File: src/cfq_pkg.sv
// package for the message queue status and user address block
// assumes one module clock, synchronous active-low reset, plain register port

package cfq_pkg;

  // ----------------------------------------------------------------
  // queue numbering and sizes
  // ----------------------------------------------------------------
  localparam int          CFQ_NQ       = 17;      // event queue, fifos 1..15, transmit queue
  localparam int          CFQ_Q_EVQ    = 0;
  localparam int          CFQ_Q_TXQ    = 16;
  localparam int          CFQ_PTR_W    = 5;       // slot index, depth up to 32
  localparam int          CFQ_CNT_W    = 6;       // occupancy 0..32
  localparam int          CFQ_ADDR_W   = 12;
  localparam int          CFQ_IRQ_W    = 4;

  // ----------------------------------------------------------------
  // register byte addresses
  // ----------------------------------------------------------------
  localparam logic [11:0] CFQ_ADR_MODE      = 12'h000;
  localparam logic [11:0] CFQ_ADR_EVQ_STAT  = 12'h008;
  localparam logic [11:0] CFQ_ADR_IRQ_STAT  = 12'h010;
  localparam logic [11:0] CFQ_ADR_IRQ_CLR   = 12'h014;
  localparam logic [11:0] CFQ_ADR_IRQ_EN    = 12'h018;
  localparam logic [11:0] CFQ_ADR_CTRL_BASE = 12'h100;   // plus 4 * queue number
  localparam logic [11:0] CFQ_ADR_UA_BASE   = 12'h200;   // plus 4 * queue number

  // ----------------------------------------------------------------
  // field positions
  // ----------------------------------------------------------------
  localparam int          CFQ_MODE_LSB   = 0;
  localparam int          CFQ_CTL_DEPTH  = 24;
  localparam int          CFQ_CTL_FLUSH  = 10;
  localparam int          CFQ_CTL_ADV    = 8;
  localparam int          CFQ_CTL_DIR    = 7;
  localparam int          CFQ_ST_NE      = 0;
  localparam int          CFQ_ST_HALF    = 1;
  localparam int          CFQ_ST_FULL    = 2;
  localparam int          CFQ_ST_OVF     = 3;
  localparam int          CFQ_IRQ_OVF    = 0;
  localparam int          CFQ_IRQ_NE     = 1;
  localparam int          CFQ_IRQ_FULL   = 2;
  localparam int          CFQ_IRQ_FLUSH  = 3;

  // ----------------------------------------------------------------
  // codes and reset values
  // ----------------------------------------------------------------
  localparam logic [2:0]  CFQ_MODE_CONFIG = 3'h4;
  localparam logic [2:0]  CFQ_MODE_RST    = 3'h4;
  localparam logic [4:0]  CFQ_DEPTH_RST   = 5'h00;
  localparam logic [3:0]  CFQ_IRQ_RST     = 4'h0;

  // ----------------------------------------------------------------
  // state of one queue's pointers
  // ----------------------------------------------------------------
  typedef struct packed {
    logic [CFQ_PTR_W-1:0] head;
    logic [CFQ_PTR_W-1:0] tail;
    logic [CFQ_CNT_W-1:0] count;
  } cfq_qstate_t;

endpackage

File: src/cfq_queue.sv
// head, tail and occupancy of one message queue
// assumes push and pop are one-cycle pulses and flush overrides both
`timescale 1ns/1ns

module cfq_queue
  import cfq_pkg::*;
(
  // clock and reset
  input  wire logic                 clk_i,
  input  wire logic                 rst_n_i,
  // control
  input  wire logic [CFQ_PTR_W-1:0] depth_field_i,
  input  wire logic                 flush_i,
  input  wire logic                 push_i,
  input  wire logic                 pop_i,
  // state
  output logic      [CFQ_PTR_W-1:0] head_o,
  output logic      [CFQ_PTR_W-1:0] tail_o,
  output logic      [CFQ_CNT_W-1:0] count_o,
  output logic                      full_o,
  output logic                      drop_o
);

  cfq_qstate_t st_r;
  cfq_qstate_t st_nxt;
  logic        do_push;
  logic        do_pop;

  // ----------------------------------------------------------------
  // pointer step with wrap at the programmed depth
  // ----------------------------------------------------------------
  function automatic logic [CFQ_PTR_W-1:0] step_f(input logic [CFQ_PTR_W-1:0] p,
                                                  input logic [CFQ_PTR_W-1:0] last);
    step_f = (p == last) ? '0 : CFQ_PTR_W'(p + 1'b1);
  endfunction

  // depth is field plus one, so full means count above the field
  assign full_o  = ({1'b0, st_r.count} > {2'b00, depth_field_i});
  assign do_push = push_i & ~full_o & ~flush_i;
  assign do_pop  = pop_i & (st_r.count != '0) & ~flush_i;
  assign drop_o  = push_i & full_o & ~flush_i;

  // next pointer state
  always_comb begin
    st_nxt = st_r;
    if (flush_i) begin
      st_nxt = '0;
    end else begin
      if (do_push) begin
        st_nxt.head = step_f(st_r.head, depth_field_i);
      end
      if (do_pop) begin
        st_nxt.tail = step_f(st_r.tail, depth_field_i);
      end
      if (do_push && !do_pop) begin
        st_nxt.count = CFQ_CNT_W'(st_r.count + 1'b1);
      end else if (do_pop && !do_push) begin
        st_nxt.count = CFQ_CNT_W'(st_r.count - 1'b1);
      end
    end
  end

  // state register
  always_ff @(posedge clk_i) begin
    if (!rst_n_i) begin
      st_r <= '0;
    end else begin
      st_r <= st_nxt;
    end
  end

  assign head_o  = st_r.head;
  assign tail_o  = st_r.tail;
  assign count_o = st_r.count;

endmodule

File: src/cfq_top.sv
// status flags, user addresses and queue control for the message queues
// assumes a register master on the plain port and the protocol engine
// delivering one-cycle store or consume pulses per queue
//
// Function
// - event queue not-empty flag, bit 0, high while any entry held
// - event queue half flag, bit 1, high at or above half depth
// - event queue full flag, bit 2, high when every slot is used
// - overflow flag, bit 3, set on event into full queue, sticky
// - flushing the event queue clears the overflow flag
// - full, half and not-empty flags are live and ignore writes
// - status bits 31 to 4 read zero, writes ignored
// - one read-only user address register for each fifo 1 to 15
// - transmit fifo user address gives the head slot address
// - receive fifo user address gives the tail slot address
// - event queue user address gives its tail slot address
// - transmit queue user address gives its head slot address
// - user address registers are full 32-bit read-only words
// - tail advance request moves the queue pointer by one slot
// - flush request resets the queue, then clears itself; software polls
// - depth is field value plus one, 1 to 32 slots
// - configuration mode is code 100; depth writable only there
`timescale 1ns/1ns

module cfq_top
  import cfq_pkg::*;
#(
  parameter logic [31:0] RAM_BASE     = 32'h0000_0000,
  parameter logic [31:0] SLOT_BYTES   = 32'h0000_0048,
  parameter logic [31:0] QUEUE_STRIDE = 32'h0000_0900
)(
  // clock and reset
  input  wire logic                  CLK_I,
  input  wire logic                  RST_N_I,
  // register port
  input  wire logic [CFQ_ADDR_W-1:0] ADDR_I,
  input  wire logic [31:0]           WR_DATA_I,
  input  wire logic                  WR_I,
  input  wire logic                  RD_I,
  output logic      [31:0]           RD_DATA_O,
  // protocol engine side, one pulse per stored or consumed message
  input  wire logic [CFQ_NQ-1:0]     HW_EVENT_I,
  // system
  output logic                       IRQ_O,
  output logic                       CONFIG_MODE_O
);

  // ----------------------------------------------------------------
  // state
  // ----------------------------------------------------------------
  typedef struct packed {
    logic [2:0]                          mode;
    logic [CFQ_NQ-1:0][CFQ_PTR_W-1:0]    depth;
    logic [CFQ_NQ-1:0]                   dir;
    logic [CFQ_NQ-1:0]                   flush;
    logic [CFQ_NQ-1:0]                   adv;
    logic                                ovf;
    logic                                ne_prev;
    logic                                full_prev;
    logic [CFQ_IRQ_W-1:0]                irq_stat;
    logic [CFQ_IRQ_W-1:0]                irq_en;
    logic [31:0]                         rd_data;
  } cfq_state_t;

  cfq_state_t st_r;
  cfq_state_t st_nxt;

  logic [CFQ_NQ-1:0][CFQ_PTR_W-1:0] head;
  logic [CFQ_NQ-1:0][CFQ_PTR_W-1:0] tail;
  logic [CFQ_NQ-1:0][CFQ_CNT_W-1:0] count;
  logic [CFQ_NQ-1:0]                full;
  logic [CFQ_NQ-1:0]                drop;
  logic [CFQ_NQ-1:0]                push;
  logic [CFQ_NQ-1:0]                pop;
  logic [CFQ_NQ-1:0]                dir_eff;
  logic                             evq_ne;
  logic                             evq_half;
  logic                             evq_full;
  logic                             cfg_mode;

  // ----------------------------------------------------------------
  // helpers
  // ----------------------------------------------------------------

  // half flag: twice the count reaches depth (field plus one)
  function automatic logic half_f(input logic [CFQ_CNT_W-1:0] cnt,
                                  input logic [CFQ_PTR_W-1:0] fld);
    half_f = ({cnt, 1'b0} >= {2'b00, fld} + 7'h01);
  endfunction

  // message ram address of a slot of a queue
  function automatic logic [31:0] ua_f(input int unsigned              q,
                                       input logic [CFQ_PTR_W-1:0] idx);
    ua_f = 32'(RAM_BASE + 32'(q) * QUEUE_STRIDE + {27'h0, idx} * SLOT_BYTES);
  endfunction

  // register word of a per-queue bank, or no match
  function automatic logic bank_hit_f(input logic [CFQ_ADDR_W-1:0] a,
                                      input logic [CFQ_ADDR_W-1:0] base,
                                      input int unsigned             q);
    bank_hit_f = (a == 12'(base + 12'(q * 4)));
  endfunction

  // ----------------------------------------------------------------
  // direction and pointer traffic
  // ----------------------------------------------------------------

  // event queue always reads at the tail, transmit queue writes at the head
  always_comb begin
    dir_eff            = st_r.dir;
    dir_eff[CFQ_Q_EVQ] = 1'b0;
    dir_eff[CFQ_Q_TXQ] = 1'b1;
  end

  // pointer advance
  // software moves head on transmit queues, tail on receive queues
  always_comb begin
    for (int q = 0; q < CFQ_NQ; q++) begin
      push[q] = dir_eff[q] ? st_r.adv[q] : HW_EVENT_I[q];
      pop[q]  = dir_eff[q] ? HW_EVENT_I[q] : st_r.adv[q];
    end
  end

  // ----------------------------------------------------------------
  // queue pointer instances
  // ----------------------------------------------------------------
  for (genvar g = 0; g < CFQ_NQ; g++) begin : g_queue
    cfq_queue u_queue (
      .clk_i         (CLK_I),
      .rst_n_i       (RST_N_I),
      .depth_field_i (st_r.depth[g]),
      .flush_i       (st_r.flush[g]),
      .push_i        (push[g]),
      .pop_i         (pop[g]),
      .head_o        (head[g]),
      .tail_o        (tail[g]),
      .count_o       (count[g]),
      .full_o        (full[g]),
      .drop_o        (drop[g])
    );
  end

  // ----------------------------------------------------------------
  // event queue live flags
  // ----------------------------------------------------------------

  assign evq_ne   = (count[CFQ_Q_EVQ] != '0);
  assign evq_half = half_f(count[CFQ_Q_EVQ], st_r.depth[CFQ_Q_EVQ]);
  assign evq_full = full[CFQ_Q_EVQ];
  assign cfg_mode = (st_r.mode == CFQ_MODE_CONFIG);

  // ----------------------------------------------------------------
  // next state: register writes, hardware updates, read data
  // ----------------------------------------------------------------
  always_comb begin
    logic [CFQ_IRQ_W-1:0] ev;
    logic [CFQ_IRQ_W-1:0] clr;
    ev     = '0;
    clr    = '0;
    st_nxt = st_r;

    // request bits clear themselves one cycle after being set
    st_nxt.flush = '0;
    st_nxt.adv   = '0;

    // mode register writes
    if (WR_I && ADDR_I == CFQ_ADR_MODE) begin
      st_nxt.mode = WR_DATA_I[CFQ_MODE_LSB +: 3];
    end

    // per-queue control writes
    for (int q = 0; q < CFQ_NQ; q++) begin
      if (WR_I && bank_hit_f(ADDR_I, CFQ_ADR_CTRL_BASE, q)) begin
        // depth and direction only in configuration mode
        if (cfg_mode) begin
          st_nxt.depth[q] = WR_DATA_I[CFQ_CTL_DEPTH +: CFQ_PTR_W];
          st_nxt.dir[q]   = WR_DATA_I[CFQ_CTL_DIR];
        end
        st_nxt.flush[q] = WR_DATA_I[CFQ_CTL_FLUSH];
        st_nxt.adv[q]   = WR_DATA_I[CFQ_CTL_ADV] & ~WR_DATA_I[CFQ_CTL_FLUSH];
      end
    end

    // only the overflow bit reacts to a status write; write 0 clears it
    if (WR_I && ADDR_I == CFQ_ADR_EVQ_STAT && !WR_DATA_I[CFQ_ST_OVF]) begin
      st_nxt.ovf = 1'b0;
    end
    if (st_r.flush[CFQ_Q_EVQ]) begin
      st_nxt.ovf = 1'b0;
    end
    // overflow set, wins over a clear
    if (drop[CFQ_Q_EVQ]) begin
      st_nxt.ovf = 1'b1;
    end

    // interrupt events and edge history
    st_nxt.ne_prev     = evq_ne;
    st_nxt.full_prev   = evq_full;
    ev[CFQ_IRQ_OVF]    = drop[CFQ_Q_EVQ];
    ev[CFQ_IRQ_NE]     = evq_ne & ~st_r.ne_prev;
    ev[CFQ_IRQ_FULL]   = evq_full & ~st_r.full_prev;
    ev[CFQ_IRQ_FLUSH]  = |st_r.flush;
    if (WR_I && ADDR_I == CFQ_ADR_IRQ_CLR) begin
      clr = WR_DATA_I[CFQ_IRQ_W-1:0];
    end
    if (WR_I && ADDR_I == CFQ_ADR_IRQ_EN) begin
      st_nxt.irq_en = WR_DATA_I[CFQ_IRQ_W-1:0];
    end
    // set wins over clear
    st_nxt.irq_stat = (st_r.irq_stat & ~clr) | ev;

    // read data, only in the cycle after the read strobe
    st_nxt.rd_data = 32'h0000_0000;
    if (RD_I) begin
      if (ADDR_I == CFQ_ADR_MODE) begin
        st_nxt.rd_data[CFQ_MODE_LSB +: 3] = st_r.mode;
      end
      if (ADDR_I == CFQ_ADR_EVQ_STAT) begin
        st_nxt.rd_data[CFQ_ST_NE]   = evq_ne;
        st_nxt.rd_data[CFQ_ST_HALF] = evq_half;
        st_nxt.rd_data[CFQ_ST_FULL] = evq_full;
        st_nxt.rd_data[CFQ_ST_OVF]  = st_r.ovf;
      end
      if (ADDR_I == CFQ_ADR_IRQ_STAT) begin
        st_nxt.rd_data[CFQ_IRQ_W-1:0] = st_r.irq_stat;
      end
      if (ADDR_I == CFQ_ADR_IRQ_EN) begin
        st_nxt.rd_data[CFQ_IRQ_W-1:0] = st_r.irq_en;
      end
      for (int q = 0; q < CFQ_NQ; q++) begin
        if (bank_hit_f(ADDR_I, CFQ_ADR_CTRL_BASE, q)) begin
          st_nxt.rd_data[CFQ_CTL_DEPTH +: CFQ_PTR_W] = st_r.depth[q];
          st_nxt.rd_data[CFQ_CTL_FLUSH]              = st_r.flush[q];
          st_nxt.rd_data[CFQ_CTL_ADV]                = st_r.adv[q];
          st_nxt.rd_data[CFQ_CTL_DIR]                = dir_eff[q];
        end
        // one user address word per queue
        if (bank_hit_f(ADDR_I, CFQ_ADR_UA_BASE, q)) begin
          st_nxt.rd_data = dir_eff[q] ? ua_f(q, head[q]) : ua_f(q, tail[q]);
        end
      end
    end
  end

  // ----------------------------------------------------------------
  // state register
  // ----------------------------------------------------------------
  always_ff @(posedge CLK_I) begin
    if (!RST_N_I) begin
      st_r          <= '0;
      st_r.mode     <= CFQ_MODE_RST;
      st_r.depth    <= {CFQ_NQ{CFQ_DEPTH_RST}};
      st_r.irq_stat <= CFQ_IRQ_RST;
      st_r.irq_en   <= CFQ_IRQ_RST;
    end else begin
      st_r <= st_nxt;
    end
  end

  // ----------------------------------------------------------------
  // outputs
  // ----------------------------------------------------------------

  // user addresses valid only outside configuration mode
  assign CONFIG_MODE_O = cfg_mode;
  assign RD_DATA_O     = st_r.rd_data;
  assign IRQ_O         = |(st_r.irq_stat & st_r.irq_en);

endmodule

File: config.mk
export PLATFORM = sky130hd
export DESIGN_NAME = cfq_top
export DESIGN_NICKNAME = d
export VERILOG_FILES = /design/src/cfq_pkg.sv /design/src/cfq_queue.sv /design/src/cfq_top.sv
export SDC_FILE = /design/constraint.sdc
export NUM_CORES = 2
export LEC_CHECK = 0
export BUFFER_PORTS_ARGS = -buffer_cell sky130_fd_sc_hd__buf_2
export CORE_MARGIN = 3
export CORE_UTILIZATION = 60
export DETAILED_ROUTE_END_ITERATION = 8
export GPL_TIMING_DRIVEN = 0
export PLACE_DENSITY = 0.8
export SETUP_SLACK_MARGIN = 0.4
export SYNTH_ARGS = -nofsm -noshare
export SYNTH_HDL_FRONTEND = slang
export SYNTH_SLANG_ARGS = --single-unit
File: constraint.sdc
create_clock -name CLK_I -period 4.7 [get_ports CLK_I]
set_input_delay 0.94 -clock CLK_I [delete_from_list [all_inputs] [get_ports CLK_I]]
set_output_delay 0.94 -clock CLK_I [all_outputs]
set_load 0.05 [all_outputs]
# After elaboration in Yosys (flattened, before gate mapping)
# Cells that the tools add are included.
# Widths: inputs -> output; s select.
[word_totals] ff_bits=442 word_cells=837 out_inout_bits=34 inputBits=65
[op_classes] eq_ne=71 n_mux=200 n_addsub=98 bitwise=115 reduce_logical=181 mul=32 order_cmp=18
[op_table] operator="$mux 32" n=29
[op_table] operator="$mul 5x4->9 const B" n=32
[op_table] operator="$mux 5" n=49
[op_table] operator="$add 15x12->16 const A" n=14
[op_table] operator="$eq 12x10->1 const B" n=17
[op_table] operator="$eq 12x9->1 const B" n=17
[op_table] operator="$mux 6" n=34
[op_table] operator="$add 5x1->5 const B" n=32
[op_table] operator="$eq 5x5->1" n=32
[op_table] operator="$add 14x12->15 const A" n=8
[op_table] operator="$mux 16" n=7
[op_table] operator="$add 6x1->6 const B" n=17
[op_table] operator="$gt 6x5->1" n=17
[op_table] operator="$reduce_bool 6->1" n=17
[op_table] operator="$sub 6x1->6 const B" n=17
[op_table] operator="$and 1x1->1" n=73
[op_table] operator="$reduce_and 2->1" n=35
[op_table] operator="$mux 15" n=4
[op_table] operator="$add 13x12->14 const A" n=4
[op_table] operator="$logic_and 1x1->1" n=56
[op_table] operator="$add 16x12->17 const A" n=3
[op_table] operator="$mux 1" n=50
[op_table] operator="$not 1->1" n=38
[op_table] operator="$eq 12x5->1 const B" n=3
[op_table] operator="22 further kinds" n=110

# Depth between registers and ports, before layout
[depth] depth_word=51 depth_mapped=19 depth_no_buf=19

# Hierarchy
# A second synthesis with hierarchy kept.
[unflattened] hier_cells=4209 hier_area_um2=35426.5
[modules_own_cells] module="cfq_top" seq_area_each_um2=3383.2 n_inst=1 cells_each=1897 area_each_um2=15398.5
[modules_own_cells] module="cfq_queue (g_queue[0].u_queue ...)" seq_area_each_um2=320.3 n_inst=12 cells_each=136 area_each_um2=1177.4
[modules_own_cells] module="cfq_queue (g_queue[5].u_queue ...)" seq_area_each_um2=320.3 n_inst=5 cells_each=136 area_each_um2=1179.9

# Worst setup path before layout
# Ideal clock, no wire load.
[synth_path] path_type="reg-to-reg" from="register st_r[165] (netlist name)" to="register g_queue[14].u_queue.st_r (netlist bit g_queue[14].u_queue.count_o[5])" setup_time_ps=70 n_path_buf=0 synth_period_minus_slack_ps=3376 path_stages_with_launch=19 setup_slack_ps=1324 required_time_ps=4630 arrival_time_ps=3306 cell_sequence="dfxtp_1 > inv_1 > ha_1 > nor2b_1 > o21a_1 > o21ai_0 > a21oi_1 > o22a_1 > nor2_1 > ha_1 > inv_1 > ha_1 > a21o_1 > a21oi_1 > o21bai_1 > a21oi_1 > xnor2_1 > or3_1 > a21oi_1"
[synth_via] elab_chain_cells=7 elab_cells_between_ends=9 cone_classes="order compare: 1; mux: 1; bitwise: 3; reduce/logical: 4"
[synth_rtl] element="from (decl)" line="cfq_top.sv:65" text="cfq_state_t st_r;"
[synth_rtl] element="from (signal assigned)" line="cfq_top.sv:256" text="st_r <= st_nxt;"
[synth_rtl] element="$gt 6x5->1 *" line="cfq_queue.sv:38" text="assign full_o = ({1'b0, st_r.count} > {2'b00, depth_field_i});"
[synth_rtl] element="$not 1->1 *" line="cfq_queue.sv:39" text="assign do_push = push_i & ~full_o & ~flush_i;"
[synth_rtl] element="$and 1x1->1 * (2 in series)" line="cfq_queue.sv:39"
[synth_rtl] element="named net g_queue[14].u_queue.do_push" line="cfq_queue.sv:26" text="logic do_push;"
[synth_rtl] element="$logic_not 1->1" line="cfq_queue.sv:57" text="end else if (do_pop && !do_push) begin"
[synth_rtl] element="$logic_and 1x1->1" line="cfq_queue.sv:57"
[synth_rtl] element="$reduce_bool 2->1 (no source line)"
[synth_rtl] element="to (signal assigned)" line="cfq_queue.sv:68" text="st_r <= st_nxt;"
[synth_rtl] element="to (decl)" line="cfq_queue.sv:24" text="cfq_qstate_t st_r;"
# Mark *: on every way through the listed nets, which the timed path passes. The rest lies on a longest branch.
# A chain may end at the register's enable or synchronous reset.

# Worst setup path after layout
[layout_path] from="input port ADDR_I[1]" to="register st_r (netlist bit RD_DATA_O[7])"
[layout_via] elab_chain_cells=47 elab_cells_between_ends=79 cone_classes="eq/ne: 33; mux: 46"
[layout_rtl] element="from (decl)" line="cfq_top.sv:36" text="input wire logic [CFQ_ADDR_W-1:0] ADDR_I,"
[layout_rtl] element="$eq 12x10->1" line="cfq_top.sv:101" text="bank_hit_f = (a == 12'(base + 12'(q * 4)));"
[layout_rtl] element="$mux 29" line="cfq_top.sv:238" text="if (bank_hit_f(ADDR_I, CFQ_ADR_UA_BASE, q)) begin"
[layout_rtl] element="$mux 32" line="cfq_top.sv:214" text="if (RD_I) begin"
[layout_rtl] element="$mux 2" line="cfq_top.sv:231" text="if (bank_hit_f(ADDR_I, CFQ_ADR_CTRL_BASE, q)) begin"
[layout_rtl] element="$mux 32" line="cfq_top.sv:238"
[layout_rtl] element="$mux 32" line="cfq_top.sv:214"
[layout_rtl] element="$mux 2" line="cfq_top.sv:231"
[layout_rtl] element="$mux 32" line="cfq_top.sv:238"
[layout_rtl] element="[... 31 more ...]"
[layout_rtl] element="$mux 2" line="cfq_top.sv:231"
[layout_rtl] element="$mux 32" line="cfq_top.sv:238"
[layout_rtl] element="$mux 2" line="cfq_top.sv:231"
[layout_rtl] element="$mux 32" line="cfq_top.sv:238"
[layout_rtl] element="$mux 2" line="cfq_top.sv:231"
[layout_rtl] element="$mux 32" line="cfq_top.sv:238"
[layout_rtl] element="$mux 2" line="cfq_top.sv:231"
[layout_rtl] element="$mux 32 *" line="cfq_top.sv:238"
# Every way passes the cells marked *; elsewhere a longest branch is shown, timed or not. The select of a mux whose other input is x is not followed.

==> flow_summary.json <==
{
  "status": "complete, but fails checks",
  "violations": "max-capacitance violations, max-slew violations",
  "fin_skew_ps": 39.5,
  "area_delta_synth_final_pct": 8.76,
  "fmax_mhz": 216,
  "grt_pass1_wl_um": 175000,
  "top_level_ports": 99,
  "setup_viol": 0,
  "fin_nets": 4563,
  "slew_viol_final": 18,
  "worst-path-max-fanout": 10,
  "cts_root_buf": "clkbuf_16",
  "yosys_warnings": 0,
  "worst_pin_slew_ps": 1630,
  "maxCapViolations": 3,
  "cts_tree": "yes",
  "core-area_um2": 54000,
  "post_cts_buffers": 0,
  "period_minus_slack_ps": 4640,
  "start_util_pct": 60.9,
  "fin_crit_sh_pct": 98.7,
  "die-area_um2": 57700,
  "grt_pass1_vias": 28900,
  "antenna_left": 0,
  "die_y_um": 240,
  "hold_violations": 0,
  "antenna_found_initial": 5,
  "cp.arrival_ps": 5040,
  "hpwlAfterDp_um": 91900,
  "synth_edf_count": 0,
  "yosysUniqueCellTypes": 87,
  "critPathCaptureType": "flip-flop",
  "hp-class": "flip-flop to flip-flop",
  "yosysSeqAreaShare_pct": 26.2,
  "synth_cells": 3972,
  "synth_top_area_share_pct": 26.2,
  "synth-seq-cells": 431,
  "cts_buffers": 51,
  "htree_num_levels": 2,
  "cts-hold-fix-buffers": 0,
  "cellPowerDensity_nw_per_um2": 362,
  "grt_remaining_overflow": 0,
  "clock-sinks": 431,
  "synth_top_area_cell": "dfxtp_1",
  "synth.most_common_cell": "nor2_1",
  "drcViolationCount": 0,
  "port_buffers": 59,
  "critPathBufInv": 2,
  "syn_avg_cell_area_um2": 8.29,
  "grt_util_all_layers_pct": 39.9,
  "wire_per_inst_um": 24.5,
  "clkTransAtPathRegs_ps": 60,
  "post_cts_resized": 0,
  "dr.pass1.iters": 6,
  "p_total_mw": 13.0,
  "ys_top_cells_by_area": "dfxtp_1 26%, ha_1 13%, xnor2_1 6.6%",
  "grt_max_degree": 13,
  "netlist_area_um2": 32900,
  "path_class": "input pin to flip-flop",
  "startpoint_type": "input pin",
  "path_delay_family": "simple AND/OR/NAND/NOR gates",
  "gp_congestion": 1.06,
  "clk_latency_ps": 620,
  "holdWs_ps": 492,
  "synth_commonest_cells": "444 x nor2_1, 431 x dfxtp_1, 355 x ha_1, 255 x nand2_1, 247 x xnor2_1",
  "routed_wl_um": 118000,
  "die_width_um": 240,
  "slew_headroom_pct": -9.50,
  "crit_path_top_delay_cell": "nor4b_2",
  "vias": 30600,
  "drive_gt1_share_pct": 6.58,
  "fp-row-count": 85,
  "worstPathRequired_ps": 5100,
  "critical_path.max_stage_delay_ps": 1270,
  "drt_iter0_drc": 2900,
  "synth_ff_type": "dfxtp_1",
  "leakagePower_nw": 14.8,
  "crit_chain": "buf_2, buf_2, nor4b_2, nand2_1, o22ai_1, nand2_1, and3_1, a2111oi_0, o31ai_1",
  "cts_buffer_depth": 3,
  "rsz0062_at_grt": "true",
  "viasPerCell": 6.32,
  "synthArstFlopShare_pct": 0,
  "ir_drop_uv": 373
}
==> report_power, final <==
part	internal, mW	switching (mW)
clock network	2.26	1.69
registers	3.97	0.443
logic	2.04	2.56
==> per-stage QoR <==
stage          area [um2]  setup WS (ps)  util (%)  setup TNS, ps  std cells
2_1_floorplan       32900           1320         -              0       3982
3_3_place_gp        34100           -137      63.1          -1420       4737
3_5_place_dp        34100          -57.9      63.2           -491       4737
4_1_cts             35800            440      66.2              0       4831
5_1_grt             35800            389      66.2              0       4831
6_report            35800           62.4      66.3              0       4834
==> area by class of cell <==
type                            count  area (um2)
Antenna cell                        3        7.51
Buffer                            222        1030
Clock buffer                       78        1510
Clock inverter                     16         124
Fill cell                        4494       18200
Inverter                          239         897
Multi-Input combinational cell   3090       22400
Sequential cell                   431        8630
Tap cell                          696         871
Timing Repair Buffer               59         295
==> placed cells by master (no fill, tap or decap), types with 36 or more instances in the layout <==
| cell | count |
|---|---|
| o21ai_0 | 100 |
| fa_1 | 49 |
| a22oi_1 | 40 |
| xnor2_1 | 247 |
| nor3_1 | 108 |
| or3_1 | 36 |
| nand3_1 | 186 |
| xor2_1 | 188 |
| a21boi_0 | 107 |
| clkbuf_1 | 149 |
| buf_2 | 104 |
| clkbuf_16 | 51 |
| nor2b_1 | 48 |
| mux2i_1 | 147 |
| nor2_1 | 443 |
| ha_1 | 355 |
| dfxtp_1 | 430 |
| nand2_1 | 255 |
| inv_1 | 239 |
| a21o_1 | 43 |
| nand4_1 | 63 |
| a21oi_1 | 237 |
==> kinds of logic (layout without fill, tap and decap cells) <==
group	count (synthesis)	in the layout	synth area share [%]
XOR/XNOR	435	435	11.6
multiplexers	159	159	4.88
buffers and inverters	461	614	5.83
AO/OA/AOI/OAI	788	788	16.0
other	1	14	0.0114
adder cells (fa/ha/maj)	404	404	16.5
flip-flops	431	431	26.2
AND/OR/NAND/NOR	1293	1293	19.0
==> state kept, by name, summed over array words and instances, names as in the netlist <==
| name | flops |
|---|---|
| st_r | 131 |
| g_queue.u_queue.tail_o | 80 |
| g_queue.u_queue.head_o | 80 |
| dir_eff | 15 |
| push | 1 |
| pop | 1 |
| g_queue.u_queue.count_o | 102 |
| RD_DATA_O | 21 |
==> final timing paths <==
check | start | to | slack (ps) | depth (start not counted)
min reg2reg | st_r[177] | st_r[177] | 490 | 2
max reg2reg | g_queue[5].u_queue.tail_o[1] | RD_DATA_O[12] | 570 | 11
max | ADDR_I[1] | RD_DATA_O[7] | 60 | 9
min | st_r[177] | st_r[177] | 490 | 2
==> worst min-delay path: stages, from the launching register on <==
cell	delay, ps
dfxtp_1	320
nand2_1	50
a21boi_0	60
==> metal layers <==
| layer | vias to the layer above | part of all wire [%] | global-route usage, % |
|---|---|---|---|
| met1 | 14600 | 41 | 50.4 |
| met4 | 4 | 6.4 | 22.6 |
| met2 | 1402 | 44 | 63.6 |
| li1 | 14200 | - | - |
| met3 | 366 | 8.7 | 8.22 |
| met5 | - | 0.022 | 0 |
No activity file was read; power rests on OpenSTA's default activity.
